<file path="src/logic/irq_level_pkg.sv">
// constants and carrier types for the interrupt level control block
// Behaviour
// - bit 7 of the current level register reads 1 while an NMI is serviced.
// - external level register sits at F024h, 16-bit read/write, resets to zero.
// - level registers accept byte writes to either half and whole-word writes.
// - level registers update only while level control is enabled.
// - each source has a 2-bit field, 00 is level 1 up to 11 level 4.
// - a pending source with higher level wins over one with lower level.
// - first register serves enable-register-one sources, second serves register two.
// - external interrupts 0 to 3 use low byte fields, two bits each.
// - external interrupts 4 to 7 use high byte fields, two bits each.
// - serial level register sits at F026h, 16-bit read/write, resets to zero.
// - sync serial at bits 1:0, sync serial with FIFO at bits 3:2.
// - I2C bus zero at bits 5:4, I2C bus one at bits 7:6.
// - UART receive 9:8, UART transmit 11:10, UART FIFO 13:12.
// - enable bit 0 switches level control on, resets to off.
// - accepting sets NMI in-service bit, or the bit of the source level, while level control is enabled.
// - a write to the current level register clears its top set bit only while level control is enabled.
// - maskable requests below the top in-service level are refused while level control is enabled.
package irq_level_pkg;
    localparam int ADDR_W = 16;
    localparam int DATA_W = 16;
    localparam logic [15:0] ENABLE_OFS    = 16'hF020;
    localparam logic [15:0] CUR_LEVEL_OFS = 16'hF022;
    localparam logic [15:0] EXT_CFG_OFS   = 16'hF024;
    localparam logic [15:0] SER_CFG_OFS   = 16'hF026;
    localparam logic [15:0] REG_RST       = 16'h0000;
    localparam int ENABLE_BIT = 0;
    localparam int NMI_BIT    = 7;
    localparam int MASK_W     = 4;
    localparam int LEVEL_W    = 2;
    localparam int EXT_SRC    = 8;
    localparam int SER_SRC    = 7;
    localparam int SRC_N      = 15;
    localparam int SER_USED_W = 14;
    localparam int SRC_W      = 4;

    typedef struct packed {
        logic [15:0] addr;
        logic [15:0] wdata;
        logic [1:0]  be;
        logic        wr;
        logic        rd;
    } reg_req_t;

    typedef struct packed {
        logic             valid;
        logic [SRC_W-1:0] src;
        logic [1:0]       level;
    } grant_t;
endpackage

</file>
<file path="src/logic/irq_level_ctrl.sv">
// interrupt level registers, in-service tracking and level arbitration
//
// Design decision made here: the strobed register port.
`timescale 1ns/1ps
`default_nettype none
module irq_level_ctrl (
    // clock and reset
    input  wire logic                        clk_sys_i,
    input  wire logic                        rst_b_i,
    // register port
    input  wire irq_level_pkg::reg_req_t     reg_req_i,
    output logic [irq_level_pkg::DATA_W-1:0] rd_data_o,
    // pending requests from the core, already enable-qualified
    input  wire logic [irq_level_pkg::EXT_SRC-1:0] ext_req_i,
    input  wire logic [irq_level_pkg::SER_SRC-1:0] ser_req_i,
    // acceptance strobes from the core
    input  wire logic                        accept_i,
    input  wire logic                        nmi_accept_i,
    // arbitration result and status
    output irq_level_pkg::grant_t            grant_o,
    output logic                             nmi_in_service_o,
    output logic                             level_ctrl_on_o
);
    localparam int ALL_W = irq_level_pkg::EXT_SRC * irq_level_pkg::LEVEL_W
                         + irq_level_pkg::SER_USED_W;

    logic [15:0] enable_q;
    logic [15:0] ext_cfg_q;
    logic [15:0] ser_cfg_q;
    logic        nmi_q;
    logic [irq_level_pkg::MASK_W-1:0] msk_q;
    logic [15:0] rd_data_q;

    function automatic logic [15:0] merge(input logic [15:0] old,
                                          input logic [15:0] wd,
                                          input logic [1:0]  be);
        merge = {be[1] ? wd[15:8] : old[15:8], be[0] ? wd[7:0] : old[7:0]};
    endfunction

    // one-hot of the highest set bit
    function automatic logic [4:0] top_bit(input logic [4:0] v);
        logic [4:0] r;
        r = 5'h00;
        for (int i = 0; i < 5; i++) begin
            if (v[i]) begin
                r = 5'h01 << i;
            end
        end
        top_bit = r;
    endfunction

    wire logic level_ctrl_on = enable_q[irq_level_pkg::ENABLE_BIT];
    wire logic hit_en  = reg_req_i.addr == irq_level_pkg::ENABLE_OFS;
    wire logic hit_cur = reg_req_i.addr == irq_level_pkg::CUR_LEVEL_OFS;
    wire logic hit_ext = reg_req_i.addr == irq_level_pkg::EXT_CFG_OFS;
    wire logic hit_ser = reg_req_i.addr == irq_level_pkg::SER_CFG_OFS;
    // locked writes vanish silently; no error path exists on this port
    wire logic lvl_wr  = reg_req_i.wr & level_ctrl_on;
    wire logic en_wr   = reg_req_i.wr & hit_en;
    wire logic cur_wr  = lvl_wr & hit_cur;
    wire logic ext_wr  = lvl_wr & hit_ext;
    wire logic ser_wr  = lvl_wr & hit_ser;

    wire logic [ALL_W-1:0] all_cfg =
        {ser_cfg_q[irq_level_pkg::SER_USED_W-1:0], ext_cfg_q};
    wire logic [irq_level_pkg::SRC_N-1:0] req = {ser_req_i, ext_req_i};

    wire logic [4:0] ins = {nmi_q, msk_q};
    wire logic [4:0] ins_top = top_bit(ins);
    wire logic [4:0] clr = cur_wr ? ins_top : 5'h00;
    wire logic [4:0] set_lvl = (accept_i & grant_o.valid & level_ctrl_on)
        ? (5'h01 << grant_o.level) : 5'h00;
    wire logic [4:0] set_nmi = (nmi_accept_i & level_ctrl_on)
        ? 5'h10 : 5'h00;
    // set after clear so a same-cycle acceptance is never lost
    wire logic [4:0] ins_d = (ins & ~clr) | set_lvl | set_nmi;

    // lowest level still admitted; NMI in service blocks every maskable one
    logic [2:0] floor_lvl;
    always_comb begin
        floor_lvl = 3'h0;
        for (int i = 0; i < 5; i++) begin
            if (ins[i]) begin
                floor_lvl = 3'(i);
            end
        end
    end

    logic             best_v;
    logic [3:0]       best_s;
    logic [1:0]       best_l;
    always_comb begin
        logic [1:0] lv;
        logic       ok;
        lv = 2'h0;
        ok = 1'b0;
        best_v = 1'b0;
        best_s = 4'h0;
        best_l = 2'h0;
        for (int i = 0; i < irq_level_pkg::SRC_N; i++) begin
            lv = level_ctrl_on ? all_cfg[2*i +: 2] : 2'h0;
            ok = req[i] & (!level_ctrl_on
                 | ({1'b0, lv} >= floor_lvl));
            // strict compare keeps the lowest index on a tie
            if (ok && (!best_v || lv > best_l)) begin
                best_v = 1'b1;
                best_s = 4'(i);
                best_l = lv;
            end
        end
    end
    // one driver for the whole struct
    assign grant_o = '{valid: best_v, src: best_s, level: best_l};

    wire logic [15:0] cur_view = {8'h00, nmi_q, 3'h0, msk_q};
    wire logic [15:0] rd_mux =
        hit_en  ? enable_q  :
        hit_cur ? cur_view  :
        hit_ext ? ext_cfg_q :
        hit_ser ? ser_cfg_q : 16'h0000;

    always_ff @(posedge clk_sys_i or negedge rst_b_i) begin
        if (!rst_b_i) begin
            enable_q  <= irq_level_pkg::REG_RST;
            ext_cfg_q <= irq_level_pkg::REG_RST;
            ser_cfg_q <= irq_level_pkg::REG_RST;
            nmi_q     <= 1'b0;
            msk_q     <= '0;
            rd_data_q <= 16'h0000;
        end else begin
            if (en_wr) begin
                enable_q <= merge(enable_q, reg_req_i.wdata, reg_req_i.be);
            end
            if (ext_wr) begin
                ext_cfg_q <= merge(ext_cfg_q, reg_req_i.wdata, reg_req_i.be);
            end
            if (ser_wr) begin
                ser_cfg_q <= merge(ser_cfg_q, reg_req_i.wdata, reg_req_i.be);
            end
            nmi_q     <= ins_d[4];
            msk_q     <= ins_d[3:0];
            rd_data_q <= reg_req_i.rd ? rd_mux : 16'h0000;
        end
    end

    assign rd_data_o        = rd_data_q;
    assign nmi_in_service_o = nmi_q;
    assign level_ctrl_on_o  = level_ctrl_on;

    chk_locked_write: assert property (@(posedge clk_sys_i)
        disable iff (!rst_b_i)
        (reg_req_i.wr && hit_ext && !level_ctrl_on)
        |=> ext_cfg_q == $past(ext_cfg_q))
        else $error("level register changed while control disabled");

    chk_byte_half: assert property (@(posedge clk_sys_i)
        disable iff (!rst_b_i)
        (ser_wr && reg_req_i.be == 2'b01)
        |=> ser_cfg_q[15:8] == $past(ser_cfg_q[15:8])
            && ser_cfg_q[7:0] == $past(reg_req_i.wdata[7:0]))
        else $error("low byte write disturbed the wrong half");

    chk_ext_readback: assert property (@(posedge clk_sys_i)
        disable iff (!rst_b_i)
        (reg_req_i.rd && hit_ext)
        |=> rd_data_o == $past(ext_cfg_q))
        else $error("external level read data wrong");

    chk_ser_readback: assert property (@(posedge clk_sys_i)
        disable iff (!rst_b_i)
        (reg_req_i.rd && hit_ser)
        |=> rd_data_o == $past(ser_cfg_q))
        else $error("serial level read data wrong");

    chk_nmi_set: assert property (@(posedge clk_sys_i)
        disable iff (!rst_b_i)
        (nmi_accept_i && level_ctrl_on) |=> nmi_in_service_o)
        else $error("nmi acceptance did not set in-service bit");

    chk_clear_top: assert property (@(posedge clk_sys_i)
        disable iff (!rst_b_i)
        (cur_wr && nmi_q && !nmi_accept_i)
        |=> !nmi_q && msk_q == ($past(msk_q)
            | $past(set_lvl[3:0])))
        else $error("write did not clear only the top bit");

    chk_floor: assert property (@(posedge clk_sys_i)
        disable iff (!rst_b_i)
        (grant_o.valid && level_ctrl_on)
        |-> !nmi_q && {1'b0, grant_o.level} >= floor_lvl)
        else $error("grant below the in-service level");

    chk_level_map: assert property (@(posedge clk_sys_i)
        disable iff (!rst_b_i)
        (grant_o.valid && level_ctrl_on)
        |-> grant_o.level == all_cfg[{grant_o.src, 1'b0} +: 2]
            && req[grant_o.src])
        else $error("grant level does not match its field");

    chk_unused_src: assert property (@(posedge clk_sys_i)
        disable iff (!rst_b_i)
        grant_o.valid |-> grant_o.src < 4'hF
            && req[grant_o.src])
        else $error("grant names a nonexistent source");

    chk_level_set: assert property (@(posedge clk_sys_i)
        disable iff (!rst_b_i)
        (accept_i && grant_o.valid && level_ctrl_on)
        |=> msk_q[$past(grant_o.level)])
        else $error("acceptance did not mark its level");

    // any pending source whose field outranks the granted level
    logic outranked;
    always_comb begin
        outranked = 1'b0;
        for (int i = 0; i < irq_level_pkg::SRC_N; i++) begin
            if (req[i] && all_cfg[2*i +: 2] > grant_o.level) begin
                outranked = 1'b1;
            end
        end
    end

    chk_top_wins: assert property (@(posedge clk_sys_i)
        disable iff (!rst_b_i)
        (grant_o.valid && level_ctrl_on) |-> !outranked)
        else $error("a higher level source lost arbitration");

    chk_ext_field: assert property (@(posedge clk_sys_i)
        disable iff (!rst_b_i)
        (grant_o.valid && level_ctrl_on && !grant_o.src[3])
        |-> grant_o.level == ext_cfg_q[{grant_o.src[2:0], 1'b0} +: 2])
        else $error("external source level taken from the wrong field");

    chk_ser_field: assert property (@(posedge clk_sys_i)
        disable iff (!rst_b_i)
        (grant_o.valid && level_ctrl_on && grant_o.src[3])
        |-> grant_o.level == ser_cfg_q[{grant_o.src[2:0], 1'b0} +: 2])
        else $error("serial source level taken from the wrong field");

    chk_locked_ser: assert property (@(posedge clk_sys_i)
        disable iff (!rst_b_i)
        (reg_req_i.wr && hit_ser && !level_ctrl_on)
        |=> ser_cfg_q == $past(ser_cfg_q))
        else $error("serial level register changed while disabled");

    chk_locked_cur: assert property (@(posedge clk_sys_i)
        disable iff (!rst_b_i)
        (reg_req_i.wr && hit_cur && !level_ctrl_on)
        |=> {nmi_q, msk_q} == $past({nmi_q, msk_q}))
        else $error("in-service bits changed while control disabled");

    chk_ext_word: assert property (@(posedge clk_sys_i)
        disable iff (!rst_b_i)
        (ext_wr && reg_req_i.be == 2'b11)
        |=> ext_cfg_q == $past(reg_req_i.wdata))
        else $error("word write to external levels not stored");

    chk_ext_high: assert property (@(posedge clk_sys_i)
        disable iff (!rst_b_i)
        (ext_wr && reg_req_i.be == 2'b10)
        |=> ext_cfg_q[7:0] == $past(ext_cfg_q[7:0])
            && ext_cfg_q[15:8] == $past(reg_req_i.wdata[15:8]))
        else $error("high byte write disturbed the wrong half");

    chk_ser_word: assert property (@(posedge clk_sys_i)
        disable iff (!rst_b_i)
        (ser_wr && reg_req_i.be == 2'b11)
        |=> ser_cfg_q == $past(reg_req_i.wdata))
        else $error("word write to serial levels not stored");

    chk_nmi_view: assert property (@(posedge clk_sys_i)
        disable iff (!rst_b_i)
        (reg_req_i.rd && hit_cur)
        |=> rd_data_o[7] == $past(nmi_q) && rd_data_o[3:0] == $past(msk_q)
            && rd_data_o[15:8] == 8'h00 && rd_data_o[6:4] == 3'h0)
        else $error("current level read data wrong");

    chk_enable_write: assert property (@(posedge clk_sys_i)
        disable iff (!rst_b_i)
        (en_wr && reg_req_i.be[0])
        |=> level_ctrl_on_o == $past(reg_req_i.wdata[0]))
        else $error("enable bit did not follow its write");

    chk_frozen_off: assert property (@(posedge clk_sys_i)
        disable iff (!rst_b_i)
        !level_ctrl_on
        |=> {nmi_q, msk_q} == $past({nmi_q, msk_q}))
        else $error("in-service bits moved while control disabled");

    chk_clear_mask: assert property (@(posedge clk_sys_i)
        disable iff (!rst_b_i)
        (cur_wr && !nmi_q && msk_q != 4'h0 && !accept_i && !nmi_accept_i)
        |=> $onehot($past(msk_q) ^ msk_q)
            && ($past(msk_q) ^ msk_q) > msk_q
            && (msk_q & ~$past(msk_q)) == 4'h0)
        else $error("write cleared a level bit other than the top one");

    chk_off_level: assert property (@(posedge clk_sys_i)
        disable iff (!rst_b_i)
        (grant_o.valid && !level_ctrl_on)
        |-> grant_o.level == 2'h0 && req[grant_o.src])
        else $error("levels applied while control disabled");

    chk_nmi_refuse: assert property (@(posedge clk_sys_i)
        disable iff (!rst_b_i)
        (nmi_q && level_ctrl_on) |-> !grant_o.valid)
        else $error("maskable grant during nmi service");
endmodule
`default_nettype wire

</file>
<file path="config.mk">
export PLATFORM = sky130hd
export DESIGN_NAME = irq_level_ctrl
export DESIGN_NICKNAME = d
export VERILOG_FILES = /design/src/logic/irq_level_pkg.sv /design/src/logic/irq_level_ctrl.sv
export SDC_FILE = /design/constraint.sdc
export NUM_CORES = 1
export LEC_CHECK = 0
export ABC_AREA = 0
export BUFFER_PORTS_ARGS = -buffer_cell sky130_fd_sc_hd__buf_4
export CORE_MARGIN = 3
export CORE_UTILIZATION = 45
export CTS_CLUSTER_SIZE = 30
export DETAILED_ROUTE_END_ITERATION = 7
export HOLD_SLACK_MARGIN = 0.08
export PLACE_DENSITY = 0.8
export SYNTH_ARGS = -nofsm -noshare
export SYNTH_HDL_FRONTEND = slang
export SYNTH_SLANG_ARGS = --single-unit
</file>
<file path="constraint.sdc">
create_clock -name clk_sys_i -period 27.8 [get_ports clk_sys_i]
set_clock_uncertainty 0.1 [all_clocks]
set_input_delay 5.56 -clock clk_sys_i [delete_from_list [all_inputs] [get_ports clk_sys_i]]
set_output_delay 5.56 -clock clk_sys_i [all_outputs]
set_load 0.03 [all_outputs]
</file>
==> flow_summary.ini <==
[outcome]
status = complete, no violations

[setup_path]
slowest_delay_ns = 0.37
path_class = primary input to primary output
rrSetupSlack_ns = 9.15
ff2ff_path_depth = 105
cp.arrival_ns = 22.03
critPathLaunchType = primary input
cp_slowest_cell = o32ai_1
r2r_end = msk_q[2]
cp_max_fo = 5
critPathMostFrequentCell = a21oi_2
reg2reg_from = nmi_in_service_o
critPathCaptureType = primary output
required_ns = 22.14

[sta]
worstMarginPinSlew_ns = 0.848
slew_viol_final = 0
max-slew-margin-rel_pct = 43.4
hold_viol = 0
post-route-min-period_ns = 27.69
setup_viol = 0
max_clock_freq_mhz = 36.1
fin_ws_ns = 0.107
rsz0062_at_grt = yes
timing.final.crit_share_pct = 99.6

[floorplan]
initial_utilization_pct = 47.1
die_w_um = 116
core_area_mm2 = 0.0117
num_rows = 39
num_io_pins = 80
die_y_um = 116
die_area_mm2 = 0.0136

[yosys]
synthArstFlopShare_pct = 100
ys_seq_elements = 69
syn_nets = 694
ys.flop_type = dfrtp_1
synth_edf_count = 0
netlist_area_mm2 = 0.00549
yosysWarnings = 0
ys_seq_area_share_pct = 31.5
postSynthCellCount = 588
yosysUniqueCellTypes = 81
syn_avg_cell_area_um2 = 9.33

[finish]
area_growth_pct = 37.6
final_area_mm2 = 0.00755
n_antenna_cell = 0
nNetsFinal = 833
fin_cells = 872
num-fill-cells = 870
final_util_pct = 64.7
drive_gt1_share_pct = 43.1

[power_and_ir_drop]
power_density_mw_per_mm2 = 30.4
power_mw = 0.229
ir_worst_vdd_uv = 48.3
leakage_nw = 3.62

[worst_hold_path]
min_path_cells = 1
hp-class = flop to flop
min_to = enable_q[5]
min_from = enable_q[5]

[routing]
ant_nets = 0
drc = 0
drtIter0Drc = 495
dr.pass1.iters = 5
wl_per_cell_um = 20.0
routed_via_density = 6.19
dr_total_vias = 5400
drt-total-wl_um = 17400

[global_routing]
gr-total-overflow = 0
grt_max_degree = 70
grt_pass1_vias = 5248
grtUsageTotal_pct = 24.2
grt_pass1_wl_um = 25900
antenna_found_initial = 0

[placed_design]
place_area_mm2 = 0.00641
dpl.hpwl_um = 11900
pre_cts_ws_ns = -0.754
finalWeightedCongestion = 0.936
dp_cells = 822
port_buffers = 79

[cts]
path_clk_slew_ns = 0.05
cts_max_path_buffers = 2
htree_levels = 3
cts_tree = yes
clock_sinks = 69
cts_buffers = 9
clk_latency_ns = 0.33
root_buffer = clkbuf_16

[run]
drv_cap = 0
-- per-stage QoR --
stage / hold WS [ns] / TNS [ns]
5_1_grt: 0.423 / -2.14
3_5_place_dp: 0.396 / -2.82
4_1_cts: 0.411 / 0
3_3_place_gp: 0.387 / -0.649
6_report: 0.408 / 0
2_1_floorplan: 0.372 / 0
-- cell usage after synthesis, types with 5 or more instances --
master    number  area (um2)
mux2i_1       22         220
nand2_1       61         229
ha_1          51         638
a221oi_1       5        43.8
clkbuf_1      13        48.8
a21o_1         5        37.5
inv_1         24        90.1
a31oi_1        6        37.5
o21ai_0       19        95.1
nor2b_1        5        31.3
nor3_1         5        25.0
nor2_1        47         176
a211oi_1       5        37.5
nand3_1       10        50.1
o21ai_1        9        45.0
mux2_2        47         529
a22oi_1        5        37.5
dfrtp_1       69        1730
and3_1         5        31.3
or2_2          6        37.5
and2_1        16         100
a21oi_1       45         225
nand2b_1      16         100
-- how the worst max path moves through the flow --
| stage | from | end | slack, ns | depth (start not counted) |
|---|---|---|---|---|
| detailed placement | ext_req_i[0] | grant_o[0] | -0.75 | 95 |
| global route | ext_req_i[0] | grant_o[0] | -0.52 | 99 |
| global placement | ext_req_i[0] | grant_o[0] | -0.27 | 93 |
| floorplan | ext_req_i[0] | grant_o[5] | 0.09 | 90 |
| CTS | ext_req_i[0] | grant_o[5] | 0.003 | 95 |
| finish | ext_req_i[0] | grant_o[0] | 0.11 | 97 |
-- where the power goes --
group | total, mW | internal, mW | switching (mW)
registers | 0.106 | 0.103 | 0.00294
clock network | 0.104 | 0.0660 | 0.0384
logic | 0.0186 | 0.00899 | 0.00963
total | 0.229 | 0.178 | 0.0510
-- layer usage --
layer,track usage [%],vias up,routed length (um)
li1,-,2447,-
met1,31.3,2657,7200
met2,40.2,242,8650
met3,3.63,54,1020
met4,10.7,0,540
met5,0,-,0
-- cell usage in the layout (no fill, tap or decap), types with 4 or more instances in the layout --
cell / count
buf_4: 141
dfrtp_1: 69
nand2_1: 60
mux2_2: 47
ha_1: 39
nor2_1: 37
a21oi_1: 29
mux2i_1: 22
inv_1: 20
nand2b_1: 16
a21oi_2: 15
o21ai_0: 15
and2_1: 13
ha_4: 10
clkbuf_16: 9
nand3_1: 8
nor2_4: 7
o21ai_1: 6
o21ai_2: 6
inv_2: 5
a221oi_1: 5
a21o_1: 5
buf_6: 5
and3_4: 4
a22o_1: 4
and2_4: 4
a2111oi_4: 4
nor3_1: 4
nor2_2: 4
or2_4: 4
nor3b_1: 4
-- cells by family (layout without fill, tap and decap cells) --
group / after synthesis / after routing / share of synthesized area (%)
simple gates: 202 / 202 / 19.3
compound gates: 153 / 153 / 20.6
mux: 70 / 70 / 13.9
flops: 69 / 69 / 31.5
fa+ha+maj: 51 / 51 / 11.6
buf+inv: 43 / 184 / 3.10
-- critical path, delay by kind of cell --
family / cells / cell delay [ns]
and+or+nand+nor: 24 / 3.53
buffers and inverters: 12 / 1.37
AOI/OAI and AO/OA: 46 / 7.61
adders and majority gates: 14 / 3.63
muxes: 1 / 0.32
-- flip-flops by register name, summed over array words and instances (netlist names) --
signal,cells
enable_q,16
ext_cfg_q,16
rd_data_o,16
ser_cfg_q,16
msk_q,4
nmi_in_service_o,1
-- repair_timing --
item,CTS,global route
gates resized for setup,24,94
pin swaps,15,68
setup endpoints to repair,6,6
hold buffers,0,0
buffers inserted,7,30
-- final cells by class --
type	count	area, um2	area share (%)
repair buffers	146	1110	14.8
clock buffers	12	267	3.53
multi-input cells	476	4160	55.1
well taps	143	179	2.37
inverters	25	93.8	1.24
flip-flops and latches	69	1730	22.9
clock inverters	1	7.51	0.0995
Power figures use the tool's default switching activity.
